`src/verilog/acei_pkg.sv`:
```
package acei_pkg;
    localparam int ACEI_AW = 4;
    localparam int ACEI_RES_W = 10;
    // Register byte offsets
    localparam logic [ACEI_AW-1:0] ACEI_CTRL_OFS = 4'h0;
    localparam logic [ACEI_AW-1:0] ACEI_RESULT_OFS = 4'h4;
    localparam logic [ACEI_AW-1:0] ACEI_CHAN_OFS = 4'h8;
    // Control/status bit positions
    localparam int ACEI_FLAG_BIT = 7;
    localparam int ACEI_IEN_BIT = 6;
    localparam int ACEI_START_BIT = 5;
    localparam int ACEI_SCAN_BIT = 4;
    localparam int ACEI_CH_LSB = 0;
    localparam int ACEI_CH_W = 3;
    localparam logic [ACEI_CH_W-1:0] ACEI_CH_MAX = 3'h7;
    localparam logic [ACEI_RES_W-1:0] ACEI_RES_ZERO = 10'h000;
    localparam logic [ACEI_RES_W-1:0] ACEI_RES_FULL = 10'h3FF;
    // Conversion time in cycles per channel
    localparam logic [8:0] ACEI_CONV_CYC = 9'h050;
    typedef enum logic [1:0] {
        ACEI_IDLE = 2'b00,
        ACEI_CONV = 2'b01,
        ACEI_DONE = 2'b11
    } acei_state_type;
endpackage : acei_pkg

```
`src/verilog/acei_top.sv`:
```
module acei_top
    import acei_pkg::*;
(
    input wire logic mclk,
    input wire logic rst,
    input wire logic [31:0] wb_adr_i,
    input wire logic [31:0] wb_dat_i,
    output logic [31:0] wb_dat_o,
    input wire logic [3:0] wb_sel_i,
    input wire logic wb_we_i,
    input wire logic wb_cyc_i,
    input wire logic wb_stb_i,
    output logic wb_ack_o,
    input wire logic module_stop,
    input wire logic standby,
    input wire logic [ACEI_RES_W-1:0] analog_code,
    output logic conv_end_irq
);
    acei_state_type state_q, state_d;
    logic [7:0] csr_q;
    logic [ACEI_RES_W-1:0] result_q [0:7];
    logic [ACEI_CH_W-1:0] cur_ch_q;
    logic [8:0] cnt_q;
    logic flag_seen_q;
    logic [1:0] stop_sync_q, stby_sync_q;
    logic [ACEI_RES_W-1:0] code_s1_q, code_s2_q;
    logic ack_q;
    logic [31:0] rdata_q;
    logic irq_q;

    wire stopped = stop_sync_q[1];
    wire frozen = stby_sync_q[1];
    wire req = wb_cyc_i & wb_stb_i & ~ack_q;
    wire acc_ok = req & ~stopped;
    wire sel_ctrl = wb_adr_i[ACEI_AW-1:0] == ACEI_CTRL_OFS;
    wire sel_res = wb_adr_i[ACEI_AW-1:0] == ACEI_RESULT_OFS;
    wire sel_chan = wb_adr_i[ACEI_AW-1:0] == ACEI_CHAN_OFS;
    wire wr_ctrl = acc_ok & wb_we_i & wb_sel_i[0] & sel_ctrl;
    wire rd_ctrl = acc_ok & ~wb_we_i & sel_ctrl;
    wire start = csr_q[ACEI_START_BIT];
    wire scan = csr_q[ACEI_SCAN_BIT];
    wire [ACEI_CH_W-1:0] ch_sel = csr_q[ACEI_CH_LSB +: ACEI_CH_W];
    wire [ACEI_CH_W-1:0] group_first = scan ? {ch_sel[2], 2'b00} : ch_sel;
    wire [ACEI_CH_W-1:0] group_last = scan ? {ch_sel[2], 2'b11} : ch_sel;
    // Standby and module stop both hold off the end of a conversion
    wire conv_fin = (state_q == ACEI_CONV) & (cnt_q == ACEI_CONV_CYC) & ~frozen
                    & ~stopped;
    wire group_done = conv_fin & (cur_ch_q == group_last);
    // Flag cleared by writing 0 only after it was read as 1
    wire flag_clr = wr_ctrl & ~wb_dat_i[ACEI_FLAG_BIT] & flag_seen_q;
    wire [7:0] wmask = 8'h7F;
    wire [7:0] csr_wr = (csr_q & ~wmask) | (wb_dat_i[7:0] & wmask);
    wire [ACEI_RES_W-1:0] ch_result = result_q[wb_adr_i[ACEI_CH_W+3:4]];
    wire [31:0] rd_mux = sel_ctrl ? {24'h000000, csr_q} :
                         sel_res ? {22'h000000, result_q[ch_sel]} :
                         sel_chan ? {22'h000000, ch_result} : 32'h00000000;

    always_comb begin
        state_d = state_q;
        case (state_q)
            ACEI_IDLE: if (start & ~frozen & ~stopped) state_d = ACEI_CONV;
            ACEI_CONV: begin
                // Module stop aborts a running conversion so the block sits inactive
                if (~start | stopped) state_d = ACEI_IDLE;
                else if (group_done) state_d = ACEI_DONE;
            end
            ACEI_DONE: state_d = (scan & start & ~stopped) ? ACEI_CONV : ACEI_IDLE;
            default: state_d = ACEI_IDLE;
        endcase
    end

    always_ff @(posedge mclk) begin
        if (rst) begin
            stop_sync_q <= 2'b11;
            stby_sync_q <= 2'b00;
            code_s1_q <= ACEI_RES_ZERO;
            code_s2_q <= ACEI_RES_ZERO;
        end else begin
            stop_sync_q <= {stop_sync_q[0], module_stop};
            stby_sync_q <= {stby_sync_q[0], standby};
            code_s1_q <= analog_code;
            code_s2_q <= code_s1_q;
        end
    end

    always_ff @(posedge mclk) begin
        if (rst) begin
            state_q <= ACEI_IDLE;
            cnt_q <= '0;
            cur_ch_q <= '0;
        end else if (!frozen) begin
            state_q <= state_d;
            cnt_q <= (state_q == ACEI_CONV && !conv_fin) ? cnt_q + 9'h001 : 9'h001;
            if (state_q != ACEI_CONV || group_done) cur_ch_q <= group_first;
            else if (conv_fin) cur_ch_q <= cur_ch_q + 3'h1;
        end
    end

    always_ff @(posedge mclk) begin
        if (rst) begin
            for (int i = 0; i <= ACEI_CH_MAX; i++) result_q[i] <= ACEI_RES_ZERO;
        end else if (conv_fin && start) begin
            result_q[cur_ch_q] <= code_s2_q;
        end
    end

    always_ff @(posedge mclk) begin
        if (rst) begin
            csr_q <= 8'h00;
            flag_seen_q <= 1'b0;
        end else begin
            if (wr_ctrl) csr_q <= csr_wr;
            // Set beats clear when both land in one cycle
            if (group_done && start) csr_q[ACEI_FLAG_BIT] <= 1'b1;
            else if (flag_clr) csr_q[ACEI_FLAG_BIT] <= 1'b0;
            else if (wr_ctrl) csr_q[ACEI_FLAG_BIT] <= csr_q[ACEI_FLAG_BIT];
            if (group_done && start && !scan && !(wr_ctrl && !wb_dat_i[ACEI_START_BIT])) begin
                csr_q[ACEI_START_BIT] <= 1'b0;
            end
            if (rd_ctrl && csr_q[ACEI_FLAG_BIT]) flag_seen_q <= 1'b1;
            else if (flag_clr) flag_seen_q <= 1'b0;
        end
    end

    // Ack is a one-cycle pulse; req masks a second take while it stands
    always_ff @(posedge mclk) begin
        if (rst) begin
            ack_q <= 1'b0;
        end else begin
            ack_q <= req;
        end
    end

    // Read data stands only with ack, so the bus sees zero between transfers
    always_ff @(posedge mclk) begin
        if (rst) begin
            rdata_q <= 32'h00000000;
        end else begin
            rdata_q <= acc_ok ? rd_mux : 32'h00000000;
        end
    end

    // Registered, so the request lags flag and enable by one cycle
    always_ff @(posedge mclk) begin
        if (rst) begin
            irq_q <= 1'b0;
        end else begin
            irq_q <= csr_q[ACEI_FLAG_BIT] & csr_q[ACEI_IEN_BIT];
        end
    end

    assign wb_ack_o = ack_q;
    assign wb_dat_o = rdata_q;
    assign conv_end_irq = irq_q;

    a_irq_follows: assert property (@(posedge mclk) disable iff (rst)
        conv_end_irq == $past(csr_q[ACEI_FLAG_BIT] & csr_q[ACEI_IEN_BIT]))
        else $error("irq does not follow flag and enable");
    a_flag_on_done: assert property (@(posedge mclk) disable iff (rst)
        group_done && start |=> csr_q[ACEI_FLAG_BIT])
        else $error("flag not set at conversion end");
    a_stop_blocks: assert property (@(posedge mclk) disable iff (rst)
        stopped && req |=> wb_dat_o == 32'h00000000 && $stable(csr_q))
        else $error("register access during module stop");
    a_freeze_keeps: assert property (@(posedge mclk) disable iff (rst)
        frozen && !wr_ctrl |=> $stable(csr_q) && $stable(state_q))
        else $error("state changed in standby");
    a_single_clears: assert property (@(posedge mclk) disable iff (rst)
        group_done && start && !scan && !wr_ctrl |=> !csr_q[ACEI_START_BIT])
        else $error("start bit not cleared in single mode");
    a_scan_restart: assert property (@(posedge mclk) disable iff (rst)
        group_done && scan && start && !wr_ctrl && !frozen |=>
        ##1 (state_q == ACEI_CONV || $past(frozen || stopped)))
        else $error("scan did not restart");
    a_flag_sticky: assert property (@(posedge mclk) disable iff (rst)
        csr_q[ACEI_FLAG_BIT] && !flag_clr |=> csr_q[ACEI_FLAG_BIT])
        else $error("flag dropped without clear");
    a_ack_one: assert property (@(posedge mclk) disable iff (rst)
        wb_ack_o |=> !wb_ack_o)
        else $error("ack longer than one cycle");

    // Module stop, bus and conversion guards
    a_reset_stopped: assert property (@(posedge mclk)
        $past(rst) && !rst |-> stopped)
        else $error("block not in module stop after reset");
    a_stop_idle: assert property (@(posedge mclk) disable iff (rst)
        stopped && state_q != ACEI_CONV |=> state_q != ACEI_CONV)
        else $error("conversion started during module stop");
    a_ack_always: assert property (@(posedge mclk) disable iff (rst)
        req |=> wb_ack_o)
        else $error("request not acknowledged");
    a_idle_data: assert property (@(posedge mclk) disable iff (rst)
        !wb_ack_o |-> wb_dat_o == 32'h00000000)
        else $error("read data outside ack");
    a_result_stored: assert property (@(posedge mclk) disable iff (rst)
        conv_fin && start |=> result_q[$past(cur_ch_q)] == $past(code_s2_q))
        else $error("result not stored at conversion end");
    a_scan_keeps_start: assert property (@(posedge mclk) disable iff (rst)
        group_done && start && scan && !wr_ctrl |=> csr_q[ACEI_START_BIT])
        else $error("start bit cleared in scan mode");
    a_flag_clear: assert property (@(posedge mclk) disable iff (rst)
        flag_clr && !(group_done && start) |=> !csr_q[ACEI_FLAG_BIT])
        else $error("flag not cleared by write of zero");
    a_freeze_count: assert property (@(posedge mclk) disable iff (rst)
        frozen |=> $stable(cnt_q) && $stable(cur_ch_q))
        else $error("converter moved in standby");
    c_single_end: cover property (@(posedge mclk) group_done && !scan);
    c_scan_end: cover property (@(posedge mclk) group_done && scan);
    c_irq: cover property (@(posedge mclk) $rose(conv_end_irq));
    c_stop_access: cover property (@(posedge mclk) stopped && req);
    c_freeze: cover property (@(posedge mclk) frozen && state_q == ACEI_CONV);
endmodule : acei_top

```
`config.mk`:
```
export PLATFORM = sky130hd
export DESIGN_NAME = acei_top
export DESIGN_NICKNAME = d
export VERILOG_FILES = /design/src/verilog/acei_pkg.sv /design/src/verilog/acei_top.sv
export SDC_FILE = /design/constraint.sdc
export NUM_CORES = 1
export LEC_CHECK = 0
export ABC_AREA = 1
export ABC_CLOCK_PERIOD_IN_PS = 5400
export BUFFER_PORTS_ARGS = -buffer_cell sky130_fd_sc_hd__clkbuf_2
export CAP_MARGIN = 20
export CELL_PAD_IN_SITES_DETAIL_PLACEMENT = 2
export CELL_PAD_IN_SITES_GLOBAL_PLACEMENT = 2
export CORE_ASPECT_RATIO = 1.75
export CORE_MARGIN = 2
export CORE_UTILIZATION = 36
export CTS_CLUSTER_DIAMETER = 150
export DETAILED_ROUTE_END_ITERATION = 10
export GPL_ROUTABILITY_DRIVEN = 0
export PLACE_DENSITY = 0.92
export RECOVER_POWER = 50
export SYNTH_ARGS = -nofsm -noshare
export SYNTH_HDL_FRONTEND = slang
export SYNTH_SLANG_ARGS = --single-unit
```
`constraint.sdc`:
```
create_clock -name mclk -period 5.4 [get_ports mclk]
set_input_delay 0.81 -clock mclk [delete_from_list [all_inputs] [get_ports mclk]]
set_output_delay 0.81 -clock mclk [all_outputs]
set_load 0.02 [all_outputs]
```
==> results of run 1 <==
## stage by stage
step	power (W)	area (um2)
5_1_grt	0.00274	7790
2_1_floorplan	0.00134	7020
3_3_place_gp	0.00139	7180
6_report	0.00267	7790
3_5_place_dp	0.00140	7180
4_1_cts	0.00269	7840
## final cells by class
class	count	area, um2
flip-flops and latches	142	3650
clock inverters	4	25.0
fillers	2127	11200
multi-input cells	515	2500
clock buffers	28	634
repair buffers	48	229
well taps	241	302
inverters	120	453
## cells in the mapped netlist, types with 11 or more instances
| library cell | n |
|---|---|
| nand2_1 | 97 |
| a21oi_1 | 44 |
| o21ai_0 | 45 |
| inv_1 | 108 |
| dfxtp_1 | 62 |
| o211ai_1 | 51 |
| nand3_1 | 77 |
| nor2_1 | 130 |
| clkbuf_1 | 22 |
| buf_2 | 11 |
| edfxtp_1 | 80 |
| buf_4 | 22 |
## final timing paths
| check | start | end | depth (start not counted) | slack [ns] |
|---|---|---|---|---|
| worst max-delay path | rst | result_q[6][4] | 7 | 1.50 |
| worst min-delay path | code_s1_q[1] | code_s2_q[1] | 2 | 0.41 |
| worst max register to register | cnt_q[1] | result_q[1][6] | 10 | 2.51 |
| worst min register to register | code_s1_q[1] | code_s2_q[1] | 2 | 0.41 |
## per-layer routing
metal	track usage, %	part of all wire, %	up-vias
met1	27.0	35	3034
met5	0	0	-
met4	20.5	7.6	0
li1	-	-	2720
met3	4.38	3.5	86
met2	47.8	54	192
## power groups by stage
stage               sequential (W)  clock [W]  combinational, W
finish                     0.00121    0.00129          0.000182
global route               0.00121    0.00134          0.000200
CTS                        0.00121    0.00130          0.000183
detailed placement         0.00123          0          0.000173
global placement           0.00122          0          0.000164
floorplan                  0.00122          0          0.000125
## layout by cell type, fill, tap and decap left out, drive strengths merged, types with 7 or more instances in the layout
cell type,count
a211oi,7
a21oi,44
clkbuf,73
clkinv,8
conb,22
dfxtp,62
edfxtp,80
inv,116
nand2,106
nand3,78
nor2,137
o211ai,51
o21ai,48
## logic make-up (layout without fill, tap and decap cells)
family / Yosys count / after routing
simple gates: 337 / 337
flops: 142 / 142
buf+inv: 184 / 200
other cells: 1 / 22
fa+ha+maj: 3 / 3
compound gates: 151 / 151
xor+xnor: 2 / 2
## tightest hold or removal path, cell delays in order, from the launching register on
cell and delay (ns):
dfxtp_1 0.29, inv_1 0.04, nor2_1 0.03
## sequential cells by signal, summed over array words and instances (netlist names), named ones only
| name | cells |
|---|---|
| conv_end_irq | 1 |
| cur_ch_q | 3 |
| code_s2_q | 10 |
| wb_dat_o | 10 |
| wb_ack_o | 1 |
| flag_seen_q | 1 |
| stop_sync_q | 2 |
| code_s1_q | 10 |
| stby_sync_q | 2 |
| result_q | 80 |
| state_q | 2 |
| cnt_q | 9 |
| csr_q | 8 |
==> results.tsv, run 1 <==
metric	value	unit
run status	complete, but fails checks	
failing checks	capacitance limit, slew limit	
Post-synth EDFFs	80	
Synth Area in Simple Gates	21.5	%
vias in the first global route	6872	
power share of the combinational group	6.8	%
die area	0.0205	mm2
CP max-delay cell	clkbuf_1	
first-pass GRT wire length	40100	um
Layout area overhead	12.2	%
Slew Viols, Final	37	
Worst-path clk slew	0.06	ns
multiplexer area fraction after synthesis	0	%
total clock sinks	142	
CTS Hold Bufs	0	
antenna viol nets, final	0	
final critical delay including setup and external delays	3.90	ns
maximum number of pins on one net before global-route repair	81	
RSZ-0062 raised after global routing	false	
Synth top area share	34.6	%
top cells by area, synth	edfxtp_1 (35%), dfxtp_1 (18%), nor2_1 (7.0%)	
Root Driver	clkbuf_16	
Worst Setup End Kind	register	
Final Hold Vio Count	0	
Largest stage delay, worst path	1.22	ns
Setup Fix Bufs, Post-CTS	0	
Int Power	0.00203	W
sequential share of power	45.1	%
CP Data Required Time	5.42	ns
Row Count	67	
Port Buf Inserts	44	
largest fanout on the critical path	36	
TritonCTS clock tree	done	
Post-Place Cells	1066	
pre-CTS WS	2.27	ns
Routed WL per cell	23.6	um
Setup crit start kind	input port	
Syn Std Cell Area	0.00695	mm2
Max Clk Rate	0.256	GHz
main combinational cell family by area after synthesis	simple AND/OR/NAND/NOR gates	
vias per cell	5.49	
Die X	109	um
Slew Limit Headroom	-14.9	%
Core Box Area	0.0190	mm2
switching fraction of total power	24.1	%
H-tree Lvls	4	
drt pass-1 iters	5	
DR vias	6032	
Mapped Avg Cell Area	8.47	um2
part of the Yosys area used for sequential elements	52.5	%
Finished Layout Cells	1098	
Core Util, Final	40.9	%
Fin Hold WS	0.405	ns
Critical Path AT	3.92	ns
Total GRT Usage	26.9	%
Worst Slack Setup Final	1.50	ns
clock share of power	48.1	%
Crit Path Class	input port to register	
Post-Synth Adder-Cell Area	0.540	%
Cells after Synth	820	
synth warn	0	
initial antenna violation count	0	
Distinct cells, synth	37	
Crit path max-delay family	buffers and inverters	
switching power total	0.000645	W
Initial Util	36.5	%
total negative slack	0	ns
Synth Flop Type	edfxtp_1	
ys async rst share	0	%
max cap viols	1	
Post-layout nets	932	
IR Drop Worst-Case VDD	0.262	mV
post-CTS resize count	0	
cells along the critical path	clkbuf_1 -> clkinv_1 -> clkbuf_1 -> nand3_4 -> nor2_1 -> nand2_2 -> nand2_1	
Worst-Skew Late Latency	0.44	ns
leakage	2.99	nW
hpwl dp	16000	um
IO Count	119	
initial DRC count	366	
CTS Buffer Depth	2	
Worst-Margin Slew	1.72	ns
Pwr per Cell Area	343	mW/mm2
final setup violation count	0	
worst path bufs/invs	3	
GRT Residual Overflow	0	
worst min-delay path class	register to register	
post-route clock skew	0.00995	ns
ratio of cells with drive above 1 in the final layout	10.5	%
Chip Height	188	um
post-synthesis xor/xnor area fraction	0.252	%
antenna cells	0	
WL final	26000	um
compound-gate portion of the synthesized area	13.0	%
Final period util	72.3	%
flops & latches, synth	142	
CP dominant cell by count	clkbuf_1	
DRC violations left	0	
Num CTS Buffers	17	
area leader, netlist	edfxtp_1	
(Power assumes the default switching activity.)
==> inputs of run 2 (changes only) <==
Settings changed: ABC_CLOCK_PERIOD_IN_PS 5400 to 3700, CORE_UTILIZATION 36 to 33, PLACE_DENSITY 0.92 to 0.86.
Clock period 5.4 ns to 3.7 ns, I/O delays scaled along.
==> run 2 against run 1 <==
The flow still finishes with violations (capacitance limit, slew limit). Sequential cell count stayed put. Clock skew shrank 0.0016 ns. First-iteration DRC count shrank 40%. Via count decreased by 2.7%. Die area rose by 8.8%. Hold slack worse by 0.12 ns. Sequential share of layout area shrank 0.12 points. Wire length decreased by 12%. Clock power is 40% higher. Non-clock buffer count increased by 4. Largest cell class unchanged.
==> results.tsv, run 2 (synthesized netlist as in run 1, its figures left out) <==
metric	value	unit	change
run status	complete, but fails checks		
failing checks	capacitance limit, slew limit		
Row Count	70		+4.5%
Post-layout nets	936		+0.43%
total clock sinks	142		unchanged
H-tree Lvls	4		unchanged
commonest non-fill, non-tap cell in the layout	nor2_1		
Die X	114	um	+4.3%
ratio of cells with drive above 1 in the final layout	10.1	%	-0.40 points
initial DRC count	219		-40%
Max Clk Rate	0.337	GHz	
final setup violation count	0		unchanged
max cap viols	1		unchanged
IR Drop Worst-Case VDD	0.312	mV	+19%
Final period util	80.2	%	
DR vias	5870		-2.7%
Setup crit start kind	register		
vias per cell	5.27		-4.0%
Worst-Margin Slew	1.64	ns	-0.0830 ns
WL final	22800	um	-12%
Crit Path Class	register to register		
antenna viol nets, final	0		unchanged
largest fanout on the critical path	11		-69%
Core Box Area	0.0208	mm2	+9.1%
Finished Layout Cells	1113		+1.4%
Slew Limit Headroom	-9.36	%	+5.5 points
Final Hold Vio Count	0		unchanged
Initial Util	33.5	%	-3.0 points
CP Data Required Time	3.77	ns	-1.65 ns
Port Buf Inserts	44		unchanged
Critical Path AT	3.04	ns	-0.88 ns
Total GRT Usage	21.5	%	-5.4 points
CTS Hold Bufs	0		unchanged
TritonCTS clock tree	done		
leakage	2.99	nW	+0.13%
IO Count	119		unchanged
maximum number of pins on one net before global-route repair	51		-37%
most frequent cells in the layout	nor2_1 (133), inv_1 (110), nand2_1 (106)		
RSZ-0062 raised after global routing	false		
Routed WL per cell	20.5	um	-13%
GRT Residual Overflow	0		unchanged
vias in the first global route	6552		-4.7%
post-route clock skew	0.00836	ns	-0.00159 ns
antenna cells	0		unchanged
worst min-delay path class	input port to register		
Worst Setup End Kind	register		
final critical delay including setup and external delays	2.97	ns	
initial antenna violation count	0		unchanged
total negative slack	0	ns	unchanged
Slew Viols, Final	36		-2.7%
Chip Height	196	um	+4.4%
Worst-Skew Late Latency	0.44	ns	about the same
Worst-path clk slew	0.07	ns	about the same
hpwl dp	15700	um	-2.1%
Num CTS Buffers	17		unchanged
post-CTS resize count	0		unchanged
drt pass-1 iters	5		unchanged
largest register by flop count	result_q		
Root Driver	clkbuf_16		
DRC violations left	0		unchanged
die area	0.0223	mm2	+8.8%
Pwr per Cell Area	488	mW/mm2	+42%
Setup Fix Bufs, Post-CTS	0		unchanged
CTS Buffer Depth	2		unchanged
R2R Setup Slk	0.73	ns	-1.78 ns
max reg flops	80		unchanged
fillcell total	2371		+11%
Post-Place Cells	1081		+1.4%
Layout area overhead	12.4	%	
first-pass GRT wire length	35800	um	-11%
run 2: changes by cell type in the layout (fill, tap and decap cells not counted), moves of 3 or more:
cell / delta
nand2_2: -8
clkbuf_8: -4
clkinv_2: -3
nand2_1: +8
inv_6: +3
clkinv_4: +3
run 2: final timing paths:
check	start	depth (start not counted)	endpoint
hold / removal	module_stop	2	stop_sync_q[0]
setup reg to reg	stby_sync_q[1]	9	result_q[1][2]
hold reg to reg	code_s1_q[3]	2	code_s2_q[3]
setup / recovery	stby_sync_q[1]	9	result_q[1][2]
run 2: report_power, final:
group | leakage, nW | switching (W) | internal (W) | total, W
Clock | 0.315 | 0.000729 | 0.00107 | 0.00180
Combinational | 1.41 | 0.000189 | 0.0000656 | 0.000255
Sequential | 1.27 | 0.0000307 | 0.00173 | 0.00176
Total | 2.99 | 0.000949 | 0.00286 | 0.00381
run 2: cell type report:
type                    instances  area, um2  area share [%]
multi-input cells             515       2500            32.0
clock buffers                  22        551            7.05
flip-flops and latches        142       3640            46.7
inverters                     120        453            5.80
well taps                     252        315            4.04
repair buffers                 52        269            3.44
clock inverters                10       80.1            1.03
run 2: through the flow:
stage	power [W]	instance area [um2]	util [%]	setup WS, ns	hold slack [ns]
CTS	0.00384	7870	37.9	1.14	0.276
global placement	0.00203	7240	34.9	1.21	0.391
global route	0.00392	7810	37.6	0.597	0.296
floorplan	0.00196	7020	-	1.79	0.388
finish	0.00381	7810	37.6	0.734	0.290
detailed placement	0.00204	7240	34.9	1.16	0.402
run 2: routing by layer:
metal	part of all wire, %	GRT usage [%]
met4	5.7	14.0
met1	34	20.4
met3	3.1	3.40
met5	0	0
met2	57	41.4
run 2: worst max-delay path, cell delays in order, from the launching register on:
cell and delay (ns):
dfxtp_1 0.39, clkinvlp_2 0.25, nand2_1 0.08, nor2_1 0.16
nand2_1 0.09, nor2_1 0.22, nand3_4 0.14, nor2_4 0.17
nand2_1 0.40, nand2_1 0.68
==> inputs of run 3 (changes only) <==
Settings changed: ABC_CLOCK_PERIOD_IN_PS 3700 to 2650, CORE_UTILIZATION 33 to 30, PLACE_DENSITY 0.86 to 0.83.
Clock period 3.7 ns to 2.65 ns, I/O delays scaled along.
==> run 3 against run 2 <==
The flow still finishes with violations (capacitance limit, slew limit). Total power is 36% higher. Sequential power grew 39%. Global-route usage fell by 1.9 points. Maximum frequency rose by 28%. Sequential cell count unchanged. First-iteration DRC count fell by 10%. Final area up 1.4%. Non-clock buffer count up 15. Sequential share of layout area shrank 0.63 points. Critical path depth grew 1. Largest cell class unchanged.
==> results.tsv, run 3 (synthesized netlist as in run 1, its figures left out) <==
metric	value	unit	change
total negative slack	0	ns	unchanged
Initial Util	30.5	%	-2.9 points
GRT Residual Overflow	0		unchanged
antenna cells	0		unchanged
Pwr per Cell Area	653	mW/mm2	+34%
Worst Setup End Kind	register		
WL final	22700	um	-0.63%
initial antenna violation count	0		unchanged
worst min-delay path class	input port to register		
initial DRC count	197		-10%
Layout area overhead	14.0	%	
Routed WL per cell	19.3	um	-6.0%
hpwl dp	16400	um	+5.0%
CP startpoint	cnt_q[0]		
Final period util	87.2	%	+7.1 points
Finished Layout Cells	1176		+5.7%
Worst-Margin Slew	1.68	ns	+0.0418 ns
TritonCTS clock tree	done		
reg2reg end	result_q[6][5]		
Post-Place Cells	1144		+5.8%
Die X	119	um	+4.7%
Worst-Skew Late Latency	0.44	ns	about the same
Total GRT Usage	19.6	%	-1.9 points
Core Util, Final	34.8	%	-2.8 points
vias in the first global route	6630		+1.2%
commonest non-fill, non-tap cell in the layout	nor2_1		
CTS Buffer Depth	2		unchanged
RSZ-0062 raised after global routing	false		
max reg flops	80		unchanged
Core Box Area	0.0227	mm2	+9.6%
Setup crit start kind	register		
post-route clock skew	0.00628	ns	-0.00208 ns
antenna viol nets, final	0		unchanged
Slew Limit Headroom	-12.1	%	-2.8 points
total clock sinks	142		unchanged
max cap viols	1		unchanged
crit path to	result_q[6][5]		
final setup violation count	0		unchanged
vias per cell	4.96		-6.0%
Chip Height	205	um	+4.8%
pre-CTS WS	0.401	ns	-0.762 ns
Setup Fix Bufs, Post-CTS	0		unchanged
ratio of cells with drive above 1 in the final layout	11.0	%	+0.85 points
Worst-path clk slew	0.06	ns	about the same
Worst R2R Start	cnt_q[0]		
H-tree Lvls	4		unchanged
IO Count	119		unchanged
IR Drop Worst-Case VDD	0.360	mV	+15%
largest register by flop count	result_q		
Max Clk Rate	0.433	GHz	+28%
maximum number of pins on one net before global-route repair	81		+59%
R2R Setup Slk	0.34	ns	-0.40 ns
Port Buf Inserts	44		unchanged
reg2reg path depth	10		+1
Worst Slack Setup Final	0.338	ns	-0.396 ns
Crit Path Class	register to register		
Slew Viols, Final	36		unchanged
drt pass-1 iters	4		-1
CP Data Required Time	2.72	ns	-1.05 ns
Critical Path AT	2.38	ns	-0.66 ns
Num CTS Buffers	17		unchanged
failing checks	capacitance limit, slew limit		
Root Driver	clkbuf_16		
die area	0.0244	mm2	+9.7%
largest fanout on the critical path	10		-1
Final Hold Vio Count	0		unchanged
leakage	3.00	nW	about the same
Row Count	73		+4.3%
most frequent cells in the layout	nor2_1 (130), inv_1 (109), nand2_1 (104)		
first-pass GRT wire length	35900	um	+0.37%
CTS Hold Bufs	0		unchanged
DR vias	5829		-0.70%
run status	complete, but fails checks		
Post-layout nets	951		+1.6%
post-CTS resize count	0		unchanged
final critical delay including setup and external delays	2.31	ns	-0.654 ns
DRC violations left	0		unchanged
Pwr Total	0.00517	W	+36%
[run 3: cell count changes in the layout (fill, tap and decap cells not counted), sizes merged]
| cell | previous run | this run |
|---|---|---|
| buf | 6 | 14 |
| bufinv | 0 | 2 |
| clkbuf | 68 | 70 |
| clkinv | 8 | 12 |
| clkinvlp | 1 | 4 |
| inv | 121 | 117 |
[run 3: final cells by class]
class                   instances  area (um2)
clock buffers                  17         425
clock inverters                15         144
fillers                      2594       14800
inverters                     120         453
multi-input cells             515        2510
flip-flops and latches        142        3640
well taps                     300         375
repair buffers                 67         367
[run 3: worst min-delay path by stage]
stage / from / to / slack (ns) / cells past startpoint
floorplan: code_s1_q[0] / code_s2_q[0] / 0.39 / 2
global placement: code_s1_q[1] / code_s2_q[1] / 0.39 / 2
detailed placement: stop_sync_q[0] / stop_sync_q[1] / 0.40 / 1
CTS: module_stop / stop_sync_q[0] / 0.13 / 2
global route: analog_code[3] / code_s1_q[3] / 0.15 / 3
finish: module_stop / stop_sync_q[0] / 0.14 / 2
[run 3: per-stage QoR]
step	hold slack [ns]	cell area (um2)
6_report	0.140	7920
3_3_place_gp	0.391	7420
5_1_grt	0.152	7920
3_5_place_dp	0.399	7420
4_1_cts	0.126	7990
2_1_floorplan	0.388	7020
[run 3: metal layers]
layer	vias to the layer above	part of all wire, %	routed length [um]	global-route usage (%)
met3	52	2.7	614	3.08
met4	0	6.0	1360	14.3
met2	118	57	13000	38.0
met5	-	0	0	0
met1	2902	34	7700	18.2
li1	2757	-	-	-
[run 3: power by group]
part	switching (W)	internal [W]	total (W)
Sequential	0.0000403	0.00241	0.00245
Clock	0.000987	0.00138	0.00236
Combinational	0.000261	0.0000988	0.000360
Total	0.00129	0.00388	0.00517
[run 3: worst max-delay path, stage by stage (launching register included)]
cell and delay [ns]:
dfxtp_1 0.33, inv_1 0.08, ha_1 0.15, nand2_1 0.06
nor3_2 0.16, clkinv_1 0.14, nor2_4 0.15, nand3_4 0.11
nor2_4 0.15, nand2_1 0.12, nand2_1 0.50
